File: src/common/feature_control_branch_record_consts.vh
// Register map, field positions and reset values of the feature control and branch record bank
// Contract
// - While lock bit 20 is set, bit 20 and the transition enable ignore writes.
// - Every reset clears the transition lock, making guarded bits writable again.
// - Bit 37 set disables the next-line L1 prefetcher; reads 0 after reset.
// - Next-line prefetcher fetches following line after repeated same-line loads within a window.
// - Bit 38 set disables dynamic acceleration and clears the identification flag; clear enables.
// - Power-on value of bit 38 shows whether dynamic acceleration hardware exists.
// - Bit 39 set disables the instruction-pointer L1 prefetcher; reads 0 after reset.
// - Instruction-pointer prefetcher uses sequential load history to fetch the next expected line.
// - Stack top register holds a software read/write index in bits 3:0.
// - Read-only register captures the last branch source before an exception or interrupt.
// - Read-only register captures that same branch's target before the exception or interrupt.
// - Capability register reports record format 5:0, sample format 6, save flag 7.
`ifndef FEATURE_CONTROL_BRANCH_RECORD_CONSTS_VH
`define FEATURE_CONTROL_BRANCH_RECORD_CONSTS_VH

`define ADDR_W 13
`define IDX_BRANCH_STACK_TOP 11'h1c9
`define IDX_LER_SOURCE 11'h1dd
`define IDX_LER_TARGET 11'h1de
`define IDX_PERF_CAPABILITY 11'h345
`define IDX_MISC_FEATURE 11'h1a0
`define HIGH_WORD_BIT 12

`define BIT_PSTATE_ENABLE 16
`define BIT_PSTATE_LOCK 20
`define BIT_NEXT_LINE_DIS 37
`define BIT_ACCEL_DIS 38
`define BIT_IP_DIS 39
`define STACK_TOP_W 4

`define LINE_W 26
`define NEXT_LINE_WINDOW_NS 640
`define CLK_PERIOD_NS 10
`define NEXT_LINE_WINDOW_CYC (`NEXT_LINE_WINDOW_NS / `CLK_PERIOD_NS)
`define NEXT_LINE_HITS 3'h2
`define IP_SEQ_HITS 2'h2

`endif

File: src/hdl/feature_control_branch_record_regs.v
// Feature control, branch record and capability registers with the two L1 prefetch engines
`timescale 1ns/1ps
`include "feature_control_branch_record_consts.vh"
module feature_control_branch_record_regs #(
  parameter ACCEL_PRESENT = 1'b1,
  parameter [5:0] BRANCH_RECORD_FORMAT = 6'h00,
  parameter SAMPLED_RECORD_FORMAT = 1'b0,
  parameter SAMPLED_ARCH_REG_SAVE = 1'b0
) (
  // Clock and reset
  input wire mclk,
  input wire arst_n,
  // Avalon-MM slave
  input wire [`ADDR_W-1:0] address,
  input wire read,
  input wire write,
  input wire [31:0] writedata,
  input wire [3:0] byteenable,
  output reg [31:0] readdata,
  output reg waitrequest,
  // Branch retirement and exception events
  input wire branch_valid,
  input wire [63:0] branch_source,
  input wire [63:0] branch_target,
  input wire exception_event,
  // Loads seen by the L1 data unit
  input wire load_valid,
  input wire [`LINE_W-1:0] load_line,
  input wire [15:0] load_ip,
  // Prefetch requests to the L1 data unit
  output reg next_line_pf_valid,
  output reg [`LINE_W-1:0] next_line_pf_line,
  output reg ip_pf_valid,
  output reg [`LINE_W-1:0] ip_pf_line,
  // Feature state
  output reg pstate_transition_enable,
  output reg pstate_transition_lock,
  output reg dynamic_acceleration_flag
);

  // Window length in cycles, cut to the timer width on purpose
  localparam integer WIN_CYC_FULL = `NEXT_LINE_WINDOW_CYC;
  localparam [6:0] WIN_CYC = WIN_CYC_FULL[6:0];
  // Bit positions of the one-hot register select
  localparam SEL_MISC = 0;
  localparam SEL_STACK_TOP = 1;
  localparam SEL_EXC_SOURCE = 2;
  localparam SEL_EXC_TARGET = 3;
  localparam SEL_CAPABILITY = 4;

  reg pstate_en_r;
  reg pstate_lock_r;
  reg next_line_dis_r;
  reg accel_dis_r;
  reg ip_dis_r;
  reg [`STACK_TOP_W-1:0] stack_top_r;
  reg [63:0] last_src_r;
  reg [63:0] last_dst_r;
  reg [63:0] ler_src_r;
  reg [63:0] ler_dst_r;
  reg [`LINE_W-1:0] nl_line_r;
  reg [2:0] nl_hits_r;
  reg [6:0] nl_timer_r;
  reg [15:0] ip_last_r;
  reg [`LINE_W-1:0] ip_line_r;
  reg [1:0] ip_seq_r;
  reg [63:0] rd_word;
  reg [31:0] rd_nxt;
  reg [63:0] wr_word;
  reg hit;

  wire [10:0] idx = address[11:2] == 10'h000 ? 11'h000 : {1'b0, address[11:2]};
  // Upper half of a 64-bit register is chosen by one byte-address bit
  wire high = address[`HIGH_WORD_BIT];
  wire wr_take = write && !waitrequest;

  // Byte-lane merge of one 32-bit half into a 64-bit register image
  function [63:0] merge;
    input [63:0] old;
    input [31:0] data;
    input [3:0] be;
    input upper;
    integer i;
    reg [31:0] half;
    begin
      half = upper ? old[63:32] : old[31:0];
      for (i = 0; i < 4; i = i + 1) begin
        if (be[i]) begin
          half[i*8 +: 8] = data[i*8 +: 8];
        end
      end
      merge = upper ? {half, old[31:0]} : {old[63:32], half};
    end
  endfunction

  // Register image of the feature control register; other bits read zero
  function [63:0] misc_image;
    input en;
    input lock;
    input nl;
    input acc;
    input ipd;
    begin
      misc_image = 64'h0;
      misc_image[`BIT_PSTATE_ENABLE] = en;
      misc_image[`BIT_PSTATE_LOCK] = lock;
      misc_image[`BIT_NEXT_LINE_DIS] = nl;
      misc_image[`BIT_ACCEL_DIS] = acc;
      misc_image[`BIT_IP_DIS] = ipd;
    end
  endfunction

  // One-hot register select from the word index; all zero when unmapped
  function [4:0] reg_sel;
    input [10:0] index;
    begin
      reg_sel = 5'h00;
      if (index == `IDX_MISC_FEATURE) begin
        reg_sel[SEL_MISC] = 1'b1;
      end else if (index == `IDX_BRANCH_STACK_TOP) begin
        reg_sel[SEL_STACK_TOP] = 1'b1;
      end else if (index == `IDX_LER_SOURCE) begin
        reg_sel[SEL_EXC_SOURCE] = 1'b1;
      end else if (index == `IDX_LER_TARGET) begin
        reg_sel[SEL_EXC_TARGET] = 1'b1;
      end else if (index == `IDX_PERF_CAPABILITY) begin
        reg_sel[SEL_CAPABILITY] = 1'b1;
      end
    end
  endfunction

  // Address of the cache line that follows a given line
  function [`LINE_W-1:0] line_after;
    input [`LINE_W-1:0] cur;
    begin
      line_after = cur + {{(`LINE_W-1){1'b0}}, 1'b1};
    end
  endfunction

  // Register select and prefetch match terms
  wire [4:0] sel = reg_sel(idx);
  wire nl_same = load_line == nl_line_r && nl_timer_r != 7'h00;
  wire ip_seq_hit = load_ip == ip_last_r && load_line == line_after(ip_line_r);

  // Read decode
  always @* begin
    hit = 1'b1;
    rd_word = 64'h0;
    if (sel[SEL_MISC]) begin
      rd_word = misc_image(pstate_en_r, pstate_lock_r, next_line_dis_r, accel_dis_r, ip_dis_r);
    end else if (sel[SEL_STACK_TOP]) begin
      rd_word = {60'h0, stack_top_r};
    end else if (sel[SEL_EXC_SOURCE]) begin
      rd_word = ler_src_r;
    end else if (sel[SEL_EXC_TARGET]) begin
      rd_word = ler_dst_r;
    end else if (sel[SEL_CAPABILITY]) begin
      // Fixed capability report, reserved bits zero
      rd_word = {56'h0, SAMPLED_ARCH_REG_SAVE != 0, SAMPLED_RECORD_FORMAT != 0,
                 BRANCH_RECORD_FORMAT};
    end else begin
      hit = 1'b0;
    end
    rd_nxt = high ? rd_word[63:32] : rd_word[31:0];
    wr_word = merge(rd_word, writedata, byteenable, high);
  end

  // Bus handshake: one wait cycle, then answer for one cycle
  always @(posedge mclk or negedge arst_n) begin
    if (!arst_n) begin
      waitrequest <= 1'b1;
      readdata <= 32'h0;
    end else begin
      if ((read || write) && waitrequest) begin
        waitrequest <= 1'b0;
        // Unmapped indices answer with zero
        readdata <= hit ? rd_nxt : 32'h0;
      end else begin
        waitrequest <= 1'b1;
      end
    end
  end

  // Writable control fields
  always @(posedge mclk or negedge arst_n) begin
    if (!arst_n) begin
      pstate_en_r <= 1'b0;
      pstate_lock_r <= 1'b0;
      next_line_dis_r <= 1'b0;
      ip_dis_r <= 1'b0;
      accel_dis_r <= ACCEL_PRESENT != 0;
      stack_top_r <= 4'h0;
    end else if (wr_take && hit) begin
      if (sel[SEL_MISC]) begin
        // Lock and enable stay frozen until the next reset
        if (!pstate_lock_r) begin
          pstate_en_r <= wr_word[`BIT_PSTATE_ENABLE];
          pstate_lock_r <= wr_word[`BIT_PSTATE_LOCK];
        end
        next_line_dis_r <= wr_word[`BIT_NEXT_LINE_DIS];
        accel_dis_r <= wr_word[`BIT_ACCEL_DIS];
        ip_dis_r <= wr_word[`BIT_IP_DIS];
      end else if (sel[SEL_STACK_TOP]) begin
        stack_top_r <= wr_word[`STACK_TOP_W-1:0];
      end
    end
  end

  // Last branch tracking and capture at exception or interrupt
  always @(posedge mclk or negedge arst_n) begin
    if (!arst_n) begin
      last_src_r <= 64'h0;
      last_dst_r <= 64'h0;
      ler_src_r <= 64'h0;
      ler_dst_r <= 64'h0;
    end else begin
      if (branch_valid) begin
        last_src_r <= branch_source;
        last_dst_r <= branch_target;
      end
      // A branch in the same cycle as the event is the one recorded
      if (exception_event) begin
        ler_src_r <= branch_valid ? branch_source : last_src_r;
        ler_dst_r <= branch_valid ? branch_target : last_dst_r;
      end
    end
  end

  // Next-line prefetcher: repeated loads to one line within the window
  always @(posedge mclk or negedge arst_n) begin
    if (!arst_n) begin
      nl_line_r <= {`LINE_W{1'b0}};
      nl_hits_r <= 3'h0;
      nl_timer_r <= 7'h00;
      next_line_pf_valid <= 1'b0;
      next_line_pf_line <= {`LINE_W{1'b0}};
    end else begin
      next_line_pf_valid <= 1'b0;
      if (nl_timer_r != 7'h00) begin
        nl_timer_r <= nl_timer_r - 7'h01;
      end
      if (load_valid) begin
        if (nl_same) begin
          if (nl_hits_r + 3'h1 >= `NEXT_LINE_HITS && !next_line_dis_r) begin
            next_line_pf_valid <= 1'b1;
            next_line_pf_line <= line_after(load_line);
            nl_hits_r <= 3'h0;
            nl_timer_r <= 7'h00;
          end else begin
            nl_hits_r <= nl_hits_r + 3'h1;
          end
        end else begin
          nl_line_r <= load_line;
          nl_hits_r <= 3'h1;
          nl_timer_r <= WIN_CYC;
        end
      end
    end
  end

  // Instruction-pointer prefetcher: sequential lines from one load site
  always @(posedge mclk or negedge arst_n) begin
    if (!arst_n) begin
      ip_last_r <= 16'h0;
      ip_line_r <= {`LINE_W{1'b0}};
      ip_seq_r <= 2'h0;
      ip_pf_valid <= 1'b0;
      ip_pf_line <= {`LINE_W{1'b0}};
    end else begin
      ip_pf_valid <= 1'b0;
      if (load_valid) begin
        ip_last_r <= load_ip;
        ip_line_r <= load_line;
        if (ip_seq_hit) begin
          if (ip_seq_r + 2'h1 >= `IP_SEQ_HITS) begin
            ip_pf_valid <= !ip_dis_r;
            ip_pf_line <= line_after(load_line);
          end else begin
            ip_seq_r <= ip_seq_r + 2'h1;
          end
        end else begin
          ip_seq_r <= 2'h0;
        end
      end
    end
  end

  // Registered feature state outputs
  always @(posedge mclk or negedge arst_n) begin
    if (!arst_n) begin
      pstate_transition_enable <= 1'b0;
      pstate_transition_lock <= 1'b0;
      dynamic_acceleration_flag <= 1'b0;
    end else begin
      pstate_transition_enable <= pstate_en_r;
      pstate_transition_lock <= pstate_lock_r;
      // Flag stays clear on parts without the feature
      dynamic_acceleration_flag <= ACCEL_PRESENT && !accel_dis_r;
    end
  end

endmodule

File: config.mk
export PLATFORM = sky130hd
export DESIGN_NAME = feature_control_branch_record_regs
export DESIGN_NICKNAME = d
export VERILOG_FILES = /design/src/hdl/feature_control_branch_record_regs.v
export VERILOG_INCLUDE_DIRS = /design/src /design/src/common
export SDC_FILE = /design/constraint.sdc
export NUM_CORES = 1
export LEC_CHECK = 0
export ABC_AREA = 1
export BUFFER_PORTS_ARGS = -buffer_cell sky130_fd_sc_hd__buf_2
export CAP_MARGIN = 20
export CORE_ASPECT_RATIO = 1.5
export CORE_MARGIN = 2
export CORE_UTILIZATION = 55
export CTS_CLUSTER_SIZE = 12
export DETAILED_ROUTE_END_ITERATION = 10
export GPL_TIMING_DRIVEN = 0
export PLACE_DENSITY = 0.83
export SLEW_MARGIN = 10
export SYNTH_ARGS = -nofsm -noshare
export SYNTH_HDL_FRONTEND = slang
export SYNTH_SLANG_ARGS = --single-unit
File: constraint.sdc
create_clock -name mclk -period 4.1 [get_ports mclk]
set_clock_uncertainty 0.1 [all_clocks]
set_input_delay 0.205 -clock mclk [delete_from_list [all_inputs] [get_ports mclk]]
set_output_delay 0.205 -clock mclk [all_outputs]
set_load 0.02 [all_outputs]
==> results.txt <==
Initial core utilization -> 55.7%
Vias/cell -> 5.65
Final Net Count -> 2955
IO buf count -> 270
Cell total after placement -> 2993
Clock power share -> 36.3%
DRC Markers -> 0
#FFs+latches synth -> 435
WP buf/inv -> 3
Vias in the first global route -> 19200
Hold Fails Final Rpt -> 0
Die Width -> 161 µm
Slew @ Worst Pin -> 1.14 ns
Crit share post-route -> 80.0%
Slew HR -> 24.0%
Die area -> 0.0387 mm²
Final Wtd Congestion -> 0.963
Worst flop-to-flop path startpoint -> ip_line_r[0]
H-tree levels -> 2
Synthesized area -> 0.0204 mm²
DR pass1 iterations -> 5
Distinct cell type count of the synthesized netlist -> 51
CP startpoint -> ip_line_r[0]
Switching share of power -> 27.8%
Crit path max-delay family -> simple AND/OR/NAND/NOR gates
CP cell instances -> ha_1 > nand2_1 > nor2_4 > inv_1 > nand3_1 > nand3_1 > nor2_1 > nand3_1 > nor3_1 > nand3_1 > nor2_4 > buf_6 > nand4_1 > nand2_1 > inv_1
Syn Area/Cell -> 9.14 µm²
Root buffer cell -> clkbuf_16
Initial antenna violation count -> 5
# rows -> 86
Core Util, Final -> 69.3%
Hpwl dp -> 48.0 mm
Flop2flop setup slack -> 0.82 ns
Data required time of the worst path -> 4.45 ns
CTS resizes -> 0
Post-synthesis cell count -> 2235
Clock transition at path regs -> 0.07 ns
Global route total overflow -> 0
Critical Path AT -> 3.63 ns
Postcts setup bufs -> 0
Syn_nets -> 2467
Finished Layout Cells -> 3222
Crit-path most repeated cell -> nand3_1
RSZ-0062 raised after global routing -> false
Vias -> 18200
Num CTS Buffers -> 43
Final setup fails -> 0
Reg-to-reg endpoint -> ip_pf_line[12]
Flop pwr share -> 47.9%
Gr usage total -> 35.2%
WHS Path Cells -> 5
I/O Pins -> 316
Area Growth Syn to Fin -> 24.5%
Fraction of layout cells with a size suffix above 1 -> 19.6%
Psw -> 2.84 mW
Worst setup EP type -> flop
Crit Path Category -> reg -> reg
CP Max Fanout -> 10
Critical path's slowest cell -> dfrtp_1
Yosys warnings -> 0
Sequential area share after synthesis -> 53.3%
Initial DRC Count -> 1265
Die height -> 240 µm
CTS Sinks -> 435
Max VDD drop -> 384 µV
Skew-Pair Late Insertion Delay -> 0.56 ns
Max_cap viols -> 0
P_leak -> 12.4 nW
DR WL/cell -> 21.2 µm
CTS max path bufs -> 3
Pin count of the biggest net entering global routing -> 121
HP Start -> writedata[0]
First-pass GRT wire length -> 104 mm
Max Freq -> 0.305 GHz
Core area -> 0.0367 mm²
P_int -> 7.38 mW
Hold buffer count at cts -> 169
Hold Path End -> stack_top_r[0]
Power share of the combinational group -> 15.8%
DRT Wirelength -> 68.2 mm
CTS tree -> built
Hold WS -> 0.00127 ns
Outcome -> finished, final reports clean
Power density over cell area -> 402 mW/mm²
Startpoint types -> flop
Worst hold path class -> in -> reg
Detail Route Antenna Nets -> 0
Worst-case reg-to-reg path depth -> 15
Slowest cell delay on critical path -> 0.41 ns
Tmin final -> 3.28 ns
Slew Limit Fails -> 0
==> power groups by stage <==
stage          Sequential [mW]  Combinational [mW]  Clock [mW]
3_5_place_dp              4.95                1.43           0
2_1_floorplan             4.92               0.864           0
6_report                  4.89                1.61        3.71
3_3_place_gp              4.93                1.36           0
4_1_cts                   4.88                1.57        3.70
5_1_grt                   4.92                1.76        3.89
==> metrics by stage <==
stage	total power [mW]	setup TNS (ns)	worst slack (ns)	cell area, µm²
after global placement	6.30	-2406.31	-5.60	22400
after CTS	10.1	0	0.947	25400
after global routing	10.6	0	0.642	25400
final	10.2	0	0.821	25400
after detailed placement	6.38	0	0.967	22500
after floorplan	5.79	0	1.81	20400
==> Yosys cell counts, drive strengths merged <==
cell type	count	share of area, %
o32ai	2	0.086
nand2b	1	0.031
o2111ai	1	0.043
nor3	18	0.49
o21ai	247	6.1
ha	6	0.37
o211ai	8	0.29
a22o	1	0.043
o31ai	1	0.037
a211oi	2	0.074
a21oi	29	0.71
a21boi	2	0.074
buf	23	0.65
inv	296	5.4
nor4	3	0.092
nor2b	1	0.031
o22ai	27	0.83
o221ai	27	1.2
a41oi	1	0.043
nor2	97	2.0
a31o	1	0.043
clkinv	2	0.037
a22oi	2	0.074
o21bai	1	0.037
mux2	163	9.0
dfrtp	433	53
xor2	48	2.1
dfstp	2	0.26
nand3	75	1.9
nand2	536	9.9
xnor2	32	1.4
nand4	46	1.6
o41ai	5	0.21
o21a	1	0.037
and3	3	0.092
clkbuf	89	1.6
nand3b	1	0.037
or2	2	0.061
==> tightest hold or removal path, delay by kind of cell <==
| kind | cells | cell delay (ns) |
|---|---|---|
| buf+inv | 1 | 0.08 |
| simple gates | 4 | 0.35 |
==> registers in the layout (all words and copies together) (netlist names), 26 cells and up <==
signal and flops:
ler_dst_r 64, readdata 32, ip_pf_line 26, last_dst_r 64
nl_line_r 26, last_src_r 64, ip_line_r 26, ler_src_r 64
next_line_pf_line 26
==> worst max path at each step <==
stage                     end  cells after the start
2_1_floorplan   ip_pf_line[7]                     15
3_3_place_gp    last_dst_r[3]                      1
3_5_place_dp   ip_pf_line[15]                     15
4_1_cts        ip_pf_line[12]                     15
5_1_grt        ip_pf_line[14]                     15
6_report       ip_pf_line[12]                     15
==> placed cells by master, fill, tap and decap left out, drive strengths merged, types with 4 or more instances in the layout <==
| cell type | count |
|---|---|
| nand2 | 536 |
| dfrtp | 433 |
| buf | 297 |
| inv | 296 |
| o21ai | 247 |
| dlygate4sd3 | 169 |
| mux2 | 163 |
| clkbuf | 139 |
| nor2 | 97 |
| nand3 | 75 |
| xor2 | 48 |
| nand4 | 46 |
| xnor2 | 32 |
| a21oi | 29 |
| o22ai | 27 |
| o221ai | 27 |
| nor3 | 18 |
| o211ai | 8 |
| ha | 6 |
| clkinv | 6 |
| o41ai | 5 |
| diode | 4 |
==> layer usage <==
metal,share of wire (%),GRT usage [%],vias to the layer above,wire length (µm)
met5,0.012,0,-,8
met4,8.4,26.0,2,5730
met3,7.0,5.31,296,4760
met2,51,63.5,1031,34900
met1,33,36.9,8670,22800
li1,-,-,8195,-
==> logic make-up after synthesis <==
family,after synthesis,synth area share [%]
AND/OR/NAND/NOR,783,16.3
flip-flops,435,53.3
buffers and inverters,410,7.77
AO/OA/AOI/OAI,358,9.85
multiplexers,163,8.99
XOR/XNOR,80,3.43
adder cells (fa/ha/maj),6,0.368
==> cell type report <==
type | count | area (µm²)
Antenna cell | 4 | 10.0
Clock inverter | 6 | 103
Buffer | 112 | 468
Timing Repair Buffer | 443 | 3160
Sequential cell | 435 | 10900
Multi-Input combinational cell | 1390 | 7950
Clock buffer | 50 | 1120
Inverter | 298 | 1120
Fill cell | 2581 | 11300
Tap cell | 484 | 606
(Power assumes the default switching activity.)
